`src/core/sbi_defs.svh`:
```
// constants of the processor system bus pin interface
// assumes inclusion by bare name from the package only; the core files use its macros without including it
`ifndef SBI_DEFS_SVH
`define SBI_DEFS_SVH

// bus widths of the multiplexed interface
`define SBI_AD_W      64
`define SBI_CMD_W     9
`define SBI_CHK_W     8
// width used when the strap selects the narrow bus
`define SBI_NARROW_W  32
`define SBI_NARROW_CW 4
// flip-flops in the strap synchroniser
`define SBI_SYNC_LEN  3
// level of the width strap that selects the narrow bus
`define SBI_STRAP_NARROW 1'b1

`endif

```
`src/core/sbi_pkg.sv`:
```
// types shared by the system bus interface core
// assumes the constants header sits beside it on the include path
package sbi_pkg;
  `include "sbi_defs.svh"

  // request from the processor core: one address cycle, one data cycle for writes
  typedef struct packed {
    logic                  write;
    logic [`SBI_CMD_W-1:0] cmd;
    logic [`SBI_AD_W-1:0]  addr;
    logic [`SBI_AD_W-1:0]  data;
  } sbi_req_t;

  // word taken from the external agent while the bus is released
  typedef struct packed {
    logic [`SBI_CMD_W-1:0] id;
    logic [`SBI_AD_W-1:0]  data;
    logic                  check_ok;
  } sbi_rsp_t;

  typedef enum logic [1:0] {
    SBI_IDLE,
    SBI_ADDR,
    SBI_WDATA,
    SBI_SLAVE
  } sbi_state_t;
endpackage

```
`src/core/sbi_strap_sync.sv`:
```
// three-stage synchroniser for a static strap pin
// assumes the strap is stable long before any transfer is started
`timescale 1ns/1ns
module sbi_strap_sync
  import sbi_pkg::*;
#(
  parameter int unsigned STAGES = `SBI_SYNC_LEN
) (
  input  wire logic clk,      // system interface clock
  input  wire logic srst,     // synchronous reset, active high
  input  wire logic pin_in,   // raw strap level
  output logic      level_out // filtered strap level
);
  // refused at elaboration: fewer stages cannot give two settled flops to compare
  if (STAGES < 3) begin : g_stage_check
    $error("sbi_strap_sync needs at least three stages");
  end

  logic [STAGES-1:0] sync_reg;
  logic [STAGES-1:0] sync_next;
  logic              level_reg;
  logic              level_next;

  // ****************************************************************
  // shift chain and agreement filter
  // ****************************************************************
  // only the last two stages are compared, the first one may be metastable
  always_comb begin
    sync_next  = {sync_reg[STAGES-2:0], pin_in};
    level_next = level_reg;
    if (sync_reg[STAGES-2] == sync_reg[STAGES-1]) begin
      level_next = sync_reg[STAGES-1];
    end
  end

  // reset picks the narrow bus, the safe side until the strap is seen
  always_ff @(posedge clk) begin
    if (srst) begin
      sync_reg  <= {STAGES{`SBI_STRAP_NARROW}};
      level_reg <= `SBI_STRAP_NARROW;
    end else begin
      sync_reg  <= sync_next;
      level_reg <= level_next;
    end
  end

  assign level_out = level_reg;
endmodule

```
`src/core/sbi_core.sv`:
```
// device end of the multiplexed processor system bus
// assumes the agent drives and samples every pin on the rising edge of clk
//
// Overview of operation
// - addresses and data share one 64-bit multiplexed bus.
// - narrow strap drives upper 32 bus lanes low in address and input cycles.
// - command or word identifier travels on a separate 9-bit bus.
// - driver of the data places byte parity on the 8-bit check bus.
// - narrow strap drives upper four check lanes low in address and input cycles.
// - command parity pin is unused and driven low whenever the device drives the bus.
// - device asserts its valid strobe exactly while driving valid bus values.
// - device asserts release when it hands over the bus and turns slave.
`timescale 1ns/1ns
module sbi_core
  import sbi_pkg::*;
#(
  parameter int unsigned AD_W  = `SBI_AD_W,
  parameter int unsigned CHK_W = `SBI_CHK_W
) (
  input  wire logic              clk,                  // system interface clock
  input  wire logic              srst,                 // synchronous reset, active high
  input  wire logic              req_valid,            // core offers a request
  input  wire sbi_req_t          req,                  // request contents
  output logic                   req_ready,            // request may be taken
  output logic                   rsp_valid,            // one-cycle pulse, word received
  output sbi_rsp_t               rsp,                  // received word
  input  wire logic [AD_W-1:0]   sys_addr_data_in,     // address/data bus level
  output logic [AD_W-1:0]        sys_addr_data_out,    // address/data bus drive value
  output logic [AD_W-1:0]        sys_addr_data_oe,     // per-lane drive enable
  input  wire logic [`SBI_CMD_W-1:0] sys_command_id_in,  // command bus level
  output logic [`SBI_CMD_W-1:0]  sys_command_id_out,   // command bus drive value
  output logic                   sys_command_id_oe,    // command bus drive enable
  input  wire logic [CHK_W-1:0]  sys_check_bits_in,    // check bus level
  output logic [CHK_W-1:0]       sys_check_bits_out,   // check bus drive value
  output logic [CHK_W-1:0]       sys_check_bits_oe,    // per-lane check drive enable
  input  wire logic              command_parity_in,    // unused parity pin level
  output logic                   command_parity_out,   // always low
  output logic                   command_parity_oe,    // parity pin drive enable
  input  wire logic              agent_valid_n,        // agent drives valid values
  output logic                   proc_valid_n,         // device drives valid values
  input  wire logic              agent_bus_request_n,  // agent wants the bus
  output logic                   release_n,            // bus handed to the agent
  input  wire logic              write_accept_n,       // agent takes a write
  input  wire logic              read_accept_n,        // agent takes a read
  input  wire logic              narrow_width_sel_n    // strap, high selects 32-bit
);
  localparam int unsigned NW = `SBI_NARROW_W;
  localparam int unsigned NC = `SBI_NARROW_CW;

  // the request and response structs fix the bus at the package width
  if (AD_W != `SBI_AD_W || AD_W != 8 * CHK_W) begin : g_width_check
    $error("sbi_core needs the package bus width and one check bit per byte");
  end
  if (AD_W <= NW || CHK_W <= NC) begin : g_narrow_check
    $error("sbi_core bus narrower than narrow mode");
  end

  // ****************************************************************
  // helpers
  // ****************************************************************
  // even parity over each byte lane
  function automatic logic [CHK_W-1:0] byte_parity(input logic [AD_W-1:0] d);
    logic [CHK_W-1:0] p;
    p = '0;
    for (int i = 0; i < CHK_W; i++) begin
      p[i] = ^d[8*i +: 8];
    end
    return p;
  endfunction

  // clears the upper lanes when the narrow bus is in use
  function automatic logic [AD_W-1:0] lanes(input logic [AD_W-1:0] d, input logic nar);
    logic [AD_W-1:0] r;
    r = d;
    if (nar) begin
      r[AD_W-1:NW] = '0;
    end
    return r;
  endfunction

  logic narrow;
  sbi_strap_sync #(
    .STAGES (`SBI_SYNC_LEN)
  ) u_strap (
    .clk       (clk),
    .srst      (srst),
    .pin_in    (narrow_width_sel_n),
    .level_out (narrow)
  );

  sbi_state_t            state_reg, state_next;
  sbi_req_t              hold_reg, hold_next;
  logic                  rd_pend_reg, rd_pend_next;
  logic                  ready_reg, ready_next;
  logic                  rsp_valid_reg, rsp_valid_next;
  sbi_rsp_t              rsp_reg, rsp_next;
  logic [AD_W-1:0]       ad_out_reg, ad_out_next, ad_oe_reg, ad_oe_next;
  logic [`SBI_CMD_W-1:0] cmd_out_reg, cmd_out_next;
  logic                  cmd_oe_reg, cmd_oe_next;
  logic [CHK_W-1:0]      chk_out_reg, chk_out_next, chk_oe_reg, chk_oe_next;
  logic                  cpar_oe_reg, cpar_oe_next;
  logic                  valid_n_reg, valid_n_next;
  logic                  release_n_reg, release_n_next;
  logic                  upper_low;
  logic                  take_req;

  // a request goes only when the agent has signalled it will accept that kind
  assign take_req = (state_reg == SBI_IDLE) && agent_bus_request_n && req_valid && ready_reg
                    && (req.write ? !write_accept_n : !read_accept_n);

  // ****************************************************************
  // bus sequencer
  // ****************************************************************
  // every pin value is computed one cycle ahead so all outputs but the constant-low parity value leave flops
  always_comb begin
    state_next     = state_reg;
    hold_next      = hold_reg;
    rd_pend_next   = rd_pend_reg;
    rsp_next       = rsp_reg;
    rsp_valid_next = 1'b0;
    ad_out_next    = '0;
    ad_oe_next     = '0;
    cmd_out_next   = '0;
    cmd_oe_next    = 1'b0;
    chk_out_next   = '0;
    chk_oe_next    = '0;
    cpar_oe_next   = 1'b0;
    valid_n_next   = 1'b1;
    release_n_next = 1'b1;
    upper_low      = 1'b0;
    unique case (state_reg)
      SBI_IDLE: begin
        if (!agent_bus_request_n) begin
          state_next     = SBI_SLAVE;
          release_n_next = 1'b0;
          upper_low      = 1'b1;
        end else if (take_req) begin
          hold_next    = req;
          state_next   = SBI_ADDR;
          ad_out_next  = lanes(req.addr, narrow);
          ad_oe_next   = '1;
          cmd_out_next = req.cmd;
          cmd_oe_next  = 1'b1;
          chk_oe_next  = '1;
          cpar_oe_next = 1'b1;
          valid_n_next = 1'b0;
        end
      end
      SBI_ADDR: begin
        if (hold_reg.write) begin
          state_next   = SBI_WDATA;
          ad_out_next  = lanes(hold_reg.data, narrow);
          ad_oe_next   = '1;
          cmd_out_next = hold_reg.cmd;
          cmd_oe_next  = 1'b1;
          chk_out_next = byte_parity(lanes(hold_reg.data, narrow));
          chk_oe_next  = '1;
          cpar_oe_next = 1'b1;
          valid_n_next = 1'b0;
        end else begin
          // read: hand the bus over so the agent can return the word
          state_next     = SBI_SLAVE;
          rd_pend_next   = 1'b1;
          release_n_next = 1'b0;
          upper_low      = 1'b1;
        end
      end
      SBI_WDATA: begin
        state_next = SBI_IDLE;
      end
      SBI_SLAVE: begin
        upper_low = 1'b1;
        if (!agent_valid_n) begin
          rsp_next.id       = sys_command_id_in;
          rsp_next.data     = lanes(sys_addr_data_in, narrow);
          rsp_next.check_ok = byte_parity(lanes(sys_addr_data_in, narrow))
                              == (narrow ? {{(CHK_W-NC){1'b0}}, sys_check_bits_in[NC-1:0]}
                                         : sys_check_bits_in);
          rsp_valid_next    = 1'b1;
          if (rd_pend_reg) begin
            rd_pend_next = 1'b0;
            state_next   = SBI_IDLE;
            upper_low    = 1'b0;
          end
        end else if (!rd_pend_reg && agent_bus_request_n) begin
          // agent has let go and sends nothing more, take the bus back
          state_next = SBI_IDLE;
          upper_low  = 1'b0;
        end
      end
    endcase
    // data input cycles on the narrow bus: unused lanes held low by us
    if (upper_low && narrow) begin
      ad_oe_next[AD_W-1:NW]   = '1;
      chk_oe_next[CHK_W-1:NC] = '1;
      cpar_oe_next            = 1'b1;
    end
    ready_next = (state_next == SBI_IDLE);
  end

  // ****************************************************************
  // state and pin registers
  // ****************************************************************
  // everything changes on the rising edge only, as the agent expects
  always_ff @(posedge clk) begin
    if (srst) begin
      state_reg     <= SBI_IDLE;
      hold_reg      <= '0;
      rd_pend_reg   <= 1'b0;
      ready_reg     <= 1'b0;
      rsp_valid_reg <= 1'b0;
      rsp_reg       <= '0;
      ad_out_reg    <= '0;
      ad_oe_reg     <= '0;
      cmd_out_reg   <= '0;
      cmd_oe_reg    <= 1'b0;
      chk_out_reg   <= '0;
      chk_oe_reg    <= '0;
      cpar_oe_reg   <= 1'b0;
      valid_n_reg   <= 1'b1;
      release_n_reg <= 1'b1;
    end else begin
      state_reg     <= state_next;
      hold_reg      <= hold_next;
      rd_pend_reg   <= rd_pend_next;
      ready_reg     <= ready_next;
      rsp_valid_reg <= rsp_valid_next;
      rsp_reg       <= rsp_next;
      ad_out_reg    <= ad_out_next;
      ad_oe_reg     <= ad_oe_next;
      cmd_out_reg   <= cmd_out_next;
      cmd_oe_reg    <= cmd_oe_next;
      chk_out_reg   <= chk_out_next;
      chk_oe_reg    <= chk_oe_next;
      cpar_oe_reg   <= cpar_oe_next;
      valid_n_reg   <= valid_n_next;
      release_n_reg <= release_n_next;
    end
  end

  // pins straight from flops; the parity pin is never used, its value stays low
  assign req_ready          = ready_reg;
  assign rsp_valid          = rsp_valid_reg;
  assign rsp                = rsp_reg;
  assign sys_addr_data_out  = ad_out_reg;
  assign sys_addr_data_oe   = ad_oe_reg;
  assign sys_command_id_out = cmd_out_reg;
  assign sys_command_id_oe  = cmd_oe_reg;
  assign sys_check_bits_out = chk_out_reg;
  assign sys_check_bits_oe  = chk_oe_reg;
  assign command_parity_out = 1'b0;
  assign command_parity_oe  = cpar_oe_reg;
  assign proc_valid_n       = valid_n_reg;
  assign release_n          = release_n_reg;

  // ****************************************************************
  // assertions
  // ****************************************************************
  property p_narrow_upper_low;
    @(posedge clk) disable iff (srst)
    (narrow && (sys_addr_data_oe[AD_W-1:NW] != '0)) |-> (sys_addr_data_out[AD_W-1:NW] == '0);
  endproperty
  a_narrow_upper_low: assert property (p_narrow_upper_low)
    else $error("upper bus lanes not low on narrow bus");

  property p_narrow_slave_drive;
    @(posedge clk) disable iff (srst)
    (narrow && state_reg == SBI_SLAVE && $past(state_reg) == SBI_SLAVE && $past(narrow))
      |-> (sys_addr_data_oe[AD_W-1:NW] == '1) && (sys_check_bits_oe[CHK_W-1:NC] == '1)
          && (sys_check_bits_out[CHK_W-1:NC] == '0);
  endproperty
  a_narrow_slave_drive: assert property (p_narrow_slave_drive)
    else $error("narrow input cycle leaves upper lanes undriven");

  property p_cmd_parity;
    @(posedge clk) disable iff (srst)
    sys_addr_data_oe[0] |-> command_parity_oe && !command_parity_out;
  endproperty
  a_cmd_parity: assert property (p_cmd_parity)
    else $error("command parity pin not driven low with the bus");

  property p_valid_means_drive;
    @(posedge clk) disable iff (srst)
    !proc_valid_n |-> (sys_addr_data_oe == '1) && (state_reg inside {SBI_ADDR, SBI_WDATA});
  endproperty
  a_valid_means_drive: assert property (p_valid_means_drive)
    else $error("valid out without driving the bus");

  property p_cmd_with_valid;
    @(posedge clk) disable iff (srst)
    !proc_valid_n |-> sys_command_id_oe && (sys_command_id_out == hold_reg.cmd);
  endproperty
  a_cmd_with_valid: assert property (p_cmd_with_valid)
    else $error("command bus not driven with valid out");

  property p_release_slave;
    @(posedge clk) disable iff (srst)
    $fell(release_n) |-> (state_reg == SBI_SLAVE) && !sys_command_id_oe ##1 release_n;
  endproperty
  a_release_slave: assert property (p_release_slave)
    else $error("release without entering slave state");

  property p_write_walk;
    @(posedge clk) disable iff (srst)
    (take_req && req.write) ##1 (!proc_valid_n && sys_addr_data_out == lanes(hold_reg.addr, narrow))
      |=> !proc_valid_n && (sys_check_bits_out == byte_parity(sys_addr_data_out))
          ##1 proc_valid_n && (sys_addr_data_oe == '0 || narrow);
  endproperty
  a_write_walk: assert property (p_write_walk)
    else $error("write address and data cycles out of step");

  property p_read_walk;
    @(posedge clk) disable iff (srst)
    (take_req && !req.write) |-> ##1 !proc_valid_n ##1 (!release_n && proc_valid_n);
  endproperty
  a_read_walk: assert property (p_read_walk)
    else $error("read not followed by release two cycles later");

  property p_slave_quiet;
    @(posedge clk) disable iff (srst)
    (state_reg == SBI_SLAVE) |-> (sys_addr_data_oe[NW-1:0] == '0) && proc_valid_n;
  endproperty
  a_slave_quiet: assert property (p_slave_quiet)
    else $error("device drives low lanes while slave");
endmodule

```
`config.mk`:
```
export PLATFORM = sky130hd
export DESIGN_NAME = sbi_core
export DESIGN_NICKNAME = d
export VERILOG_FILES = /design/src/core/sbi_pkg.sv /design/src/core/sbi_strap_sync.sv /design/src/core/sbi_core.sv
export VERILOG_INCLUDE_DIRS = /design/src /design/src/core
export SDC_FILE = /design/constraint.sdc
export NUM_CORES = 1
export LEC_CHECK = 0
export ABC_CLOCK_PERIOD_IN_PS = 2900
export BUFFER_PORTS_ARGS = -buffer_cell sky130_fd_sc_hd__clkbuf_2
export CORE_UTILIZATION = 25
export CTS_CLUSTER_DIAMETER = 50
export CTS_CLUSTER_SIZE = 14
export DETAILED_ROUTE_END_ITERATION = 10
export HOLD_SLACK_MARGIN = 0.12
export SLEW_MARGIN = 20
export SYNTH_ARGS = -nofsm -noshare
export SYNTH_HDL_FRONTEND = slang
export SYNTH_SLANG_ARGS = --single-unit
```
`constraint.sdc`:
```
create_clock -name clk -period 2.9 [get_ports clk]
set_clock_uncertainty 0.05 [all_clocks]
set_input_delay 0.87 -clock clk [delete_from_list [all_inputs] [get_ports clk]]
set_output_delay 0.87 -clock clk [all_outputs]
set_load 0.01 [all_outputs]
```
; Yosys cells after proc, flatten, opt, wreduce, memory -nomap -nowiden
; Cells that the tools add are included.
; W data, S select, Z words.
[word_totals]
register_bits = 314
in_bits = 228
output_inout_bits = 234
elab_cells = 119
[op_classes]
eq_ne = 7
mux = 54
bitwise_logic = 4
reduce_logical = 33
[ops]
columns = operator, n
row1 = $mux W64, 6
row2 = $mux W32, 8
row3 = $pmux W64 S2, 2
row4 = $reduce_xor A8 Y1, 16
row5 = $mux W8, 4
row6 = $mux W9, 3
row7 = $pmux W9 S2, 1
row8 = $mux W1, 17
row9 = $pmux W8 S2, 1
row10 = $mux W2, 5
row11 = $eq A8 B8 Y1, 1
row12 = $pmux W1 S2, 4
row13 = $pmux W2 S4, 1
row14 = $logic_and A1 B1 Y1, 6
row15 = $reduce_and A3 Y1, 2
row16 = $eq A2 B2 Y1 const B, 2
row17 = $logic_not A2 Y1, 2
row18 = $mux W4, 1
row19 = $ne A2 B2 Y1 const B, 2
row20 = $not A1 Y1, 4
row21 = $logic_not A1 Y1, 3
row22 = $pmux W1 S3, 1
row23 = $reduce_or A3 Y1, 1
row24 = $eq A2 B1 Y1 const B, 1
row25 = 4 further kinds, 4

; Logic depth before layout (Yosys ltp)
[depth]
word_depth = 9
ltp_mapped = 7
mapped_depth_nobuf = 5

; Modules after synthesis
; A second synthesis with hierarchy kept.
[hier_totals]
cells_unflattened = 1156
hier_area_um2 = 10012.1
[modules_own_cells]
columns = module, instances, cells_each, area_each_um2, seq_area_each_um2
row1 = sbi_core, 1, 1146, 9897.0, 4764.6
row2 = sbi_strap_sync, 1, 10, 115.1, 80.1

; Worst setup path before layout
; No wires, ideal clock.
[synth_path]
path_kind = input -> register
from = in req[137] (netlist name)
to = reg hold_reg[10] (netlist name)
setup_ns = 0.132
t_arrival_ns = 2.185
required_time_ns = 2.718
setup_slack_ns = 0.532
stages = 7
n_path_buf = 3
path_cell_list = mux2_4 -> or4_4 -> buf_6 -> buf_6 -> buf_6 -> nand2_1 -> a21oi_1
[synth_via]
elab_chain_len = 3
[synth_lines]
columns = item, line
row1 = start: declaration, sbi_core.sv:23  ; input wire sbi_req_t req,
row2 = $mux W1, sbi_core.sv:109  ; && (req.write ? !write_accept_n : !read_accept_n);
row3 = $logic_and A1 B1 Y1, sbi_core.sv:109
row4 = $reduce_and A3 Y1 (no source line), -
row5 = end signal: assignment, sbi_core.sv:224  ; hold_reg <= hold_next;
row6 = end: declaration, sbi_core.sv:92  ; sbi_req_t hold_reg, hold_next;
; No other way between the ends.
; A chain may end at the register's enable or synchronous reset.

==> reports/qor.yml <==
run_status:
  outcome: "complete, no violations"
worst_setup_path:
  reg2reg_from: "state_reg[1]$_SDFF_PP0_"
  reg2reg_slack_ps: 940
  crit_type: "flip-flop to primary output"
  crit_fanout: 37
  worst_r2r_endpoint: "rsp[49]$_SDFFE_PP0P_"
  required_ps: 1980
  critPathLaunchType: "flip-flop"
  ff2ff_path_depth: 5
  cp-end-kind: "primary output"
  worstPathArrival_ps: 1320
logic_synthesis:
  synth_compound_area_frac: 0.1453
  syn_avg_cell_area_um2: 8.873
  syn_nets: 1376
  synth-xor-area-share: 0.1066
  yosys_register_bits: 242
  yosys_warnings: 0
  synth_top_family_by_area: "simple AND/OR/NAND/NOR gates"
  synth.area.mux_share: 0.002457
  yosys.area_share.simple: 0.1755
  synthAdderAreaFrac: 0
  synth_cell_types: 34
  netlist_instances: 1148
  syn_area_um2: 10190
  seq_area_frac_synth: 0.4756
clocking:
  clkLatencyLatePin_ps: 520
  ctsResizeCount: 0
  clk_path_buf_depth: 3
  ctsHtreeMaxLevel: 2
  cts_buffers: 34
  path_clk_slew_ps: 50
  cts_sinks: 242
  postCtsHoldBufs: 0
  clock-root-buffer: "clkbuf_16"
  post_cts_buffers: 0
  cts_tree: "built"
drt:
  viasPerCell: 4.323
  wl_um: 30550
  drtIter0Drc: 410
  wl_per_cell_um: 14.84
  drc: 0
  vias: 8896
  ant_nets: 0
  drtPass1Iterations: 5
placed_design:
  place_ws_ps: 240.9
  place_area_um2: 12440
  dp_hpwl_um: 21440
  io_buffers: 459
  routabilityCongestion: 0.8808
timing:
  hold_viol: 0
  fin_tns_setup_ps: 0
  fin_crit_sh: 0.7741
  postLayoutSetupSlackWorst_ps: 655.3
  worstMarginPinSlew_ps: 895.4
  maxSlewHeadroom: 0.4030
  grt_setup_unrepaired: "false"
  finalSetupViolations: 0
  fmax_mhz: 445.5
  period_minus_slack_ps: 2245
  drv_slew: 0
grt:
  grt_pass1_wl_um: 46340
  grt.overflow.total: 0
  antenna_found_initial: 0
  grt_max_degree: 141
  grt_usage: 0.1424
  grt_pass1_vias: 8553
floorplan:
  start_util: 0.2552
  core-area_um2: 39910
  row_count: 73
  die_h_um: 203.9
  dieArea_um2: 41550
  ios: 462
  chipWidth_um: 203.9
layout:
  area_growth_pct: 34.05
  fin_nets: 1739
  nFillCells: 4129
  postLayoutCellArea_um2: 13650
  drive_gt1_frac: 0.3940
  layout_commonest_cell: "clkbuf_2"
  antenna_cells: 0
  final_cell_mix: "clkbuf_2 (458), nand2_1 (276), dfxtp_1 (242), a21oi_1 (160), xnor2_1 (74)"
hold_path:
  hold_path.class: "flip-flop to flip-flop"
  hp-start: "u_strap.sync_reg[0]$_SDFF_PP1_"
  hold_path_depth: 1
  min_to: "u_strap.sync_reg[1]$_SDFF_PP1_"
power:
  power_density_nw_per_um2: 629.9
  peakVddDrop_uv: 345.1
  p_leak_nw: 5.722
run:
  drv_cap: 0
[report_power, final]
group	switching, mW	internal (mW)	leakage (nW)
Combinational	0.403	0.350	3.18
Clock	1.61	2.85	0.593
Sequential	0.0304	3.36	1.95
Total	2.04	6.56	5.72
[synth_stat cells]
cell type / count / area share
conb_1: 1 / 0.00037
nand2_1: 277 / 0.10
clkbuf_1: 48 / 0.018
xnor3_1: 7 / 0.015
and2_1: 1 / 0.00061
nor4_4: 1 / 0.0021
mux2_4: 1 / 0.0015
o21ai_0: 3 / 0.0015
a22oi_1: 34 / 0.025
xor2_1: 32 / 0.028
mux2i_1: 1 / 0.00098
nor2_1: 50 / 0.018
buf_12: 3 / 0.0059
a2bb2oi_1: 1 / 0.00086
nand3b_1: 32 / 0.024
a22oi_2: 30 / 0.037
o41ai_1: 1 / 0.00086
xnor2_1: 74 / 0.064
buf_4: 73 / 0.054
nand2b_1: 2 / 0.0012
nor2_2: 30 / 0.018
a41oi_1: 1 / 0.00086
buf_1: 10 / 0.0037
a21oi_1: 160 / 0.079
nand3_1: 5 / 0.0025
inv_1: 5 / 0.0018
buf_6: 7 / 0.0077
o211ai_1: 1 / 0.00074
or4_4: 1 / 0.0011
buf_2: 7 / 0.0034
nor2_8: 1 / 0.0020
nor3_1: 1 / 0.00049
or2_2: 5 / 0.0031
dfxtp_1: 242 / 0.48
[cell families (layout without fill, tap and decap cells)]
group | Yosys count | in the layout
flip-flops | 242 | 242
buffers and inverters | 153 | 538
multiplexers | 2 | 2
AND/OR/NAND/NOR | 406 | 406
XOR/XNOR | 113 | 113
other | 1 | 1
AO/OA/AOI/OAI | 231 | 231
[layer usage]
metal / global-route usage / vias to the layer above / wire, um
met3: 0.03587 / 61 / 1991
met4: 0.06176 / 0 / 1037
met5: 0 / - / 0
li1: - / 4417 / -
met1: 0.1739 / 4086 / 12800
met2: 0.2359 / 332 / 14720
[worst max-delay path: stages (launching register included)]
cell and delay, ps:
dfxtp_1 310, buf_4 300, clkbuf_2 200
[how the worst max path moves through the flow]
| stage | from | end | slack (ps) | cells after the start |
|---|---|---|---|---|
| 2_1_floorplan | req[137] | hold_reg[10]$_SDFFE_PP0P_ | 530 | 7 |
| 3_3_place_gp | req[137] | sys_addr_data_out[58]$_SDFF_PP0_ | 260 | 7 |
| 3_5_place_dp | req[137] | sys_addr_data_out[58]$_SDFF_PP0_ | 240 | 7 |
| 4_1_cts | sys_addr_data_oe[62]$_SDFF_PP0_ | sys_addr_data_oe[39] | 580 | 2 |
| 5_1_grt | sys_addr_data_oe[62]$_SDFF_PP0_ | sys_addr_data_oe[55] | 500 | 2 |
| 6_report | sys_addr_data_oe[62]$_SDFF_PP0_ | sys_addr_data_oe[39] | 660 | 2 |
[per-stage QoR]
step | hold slack, ps | utilization | total power, mW | std cells
after floorplan | 339.5 | - | 3.954 | 1148
after global placement | 355.9 | 0.3117 | 4.227 | 2000
after detailed placement | 350.8 | 0.3117 | 4.229 | 2000
after CTS | 374.3 | 0.3421 | 8.753 | 2058
after global routing | 389.5 | 0.3421 | 8.962 | 2058
final | 369.2 | 0.3421 | 8.601 | 2058
[final cells by class]
class                      count  area, um2  area share
sequential                   242       4845      0.3548
multi-input combinational    753       4413      0.3232
timing repair buffer         475       2507      0.1836
clock buffer                  40      924.6     0.06772
tap                          525      656.9     0.04811
clock inverter                18      289.0     0.02117
inverter                       5      18.77    0.001375
(Power assumes the default switching activity.)
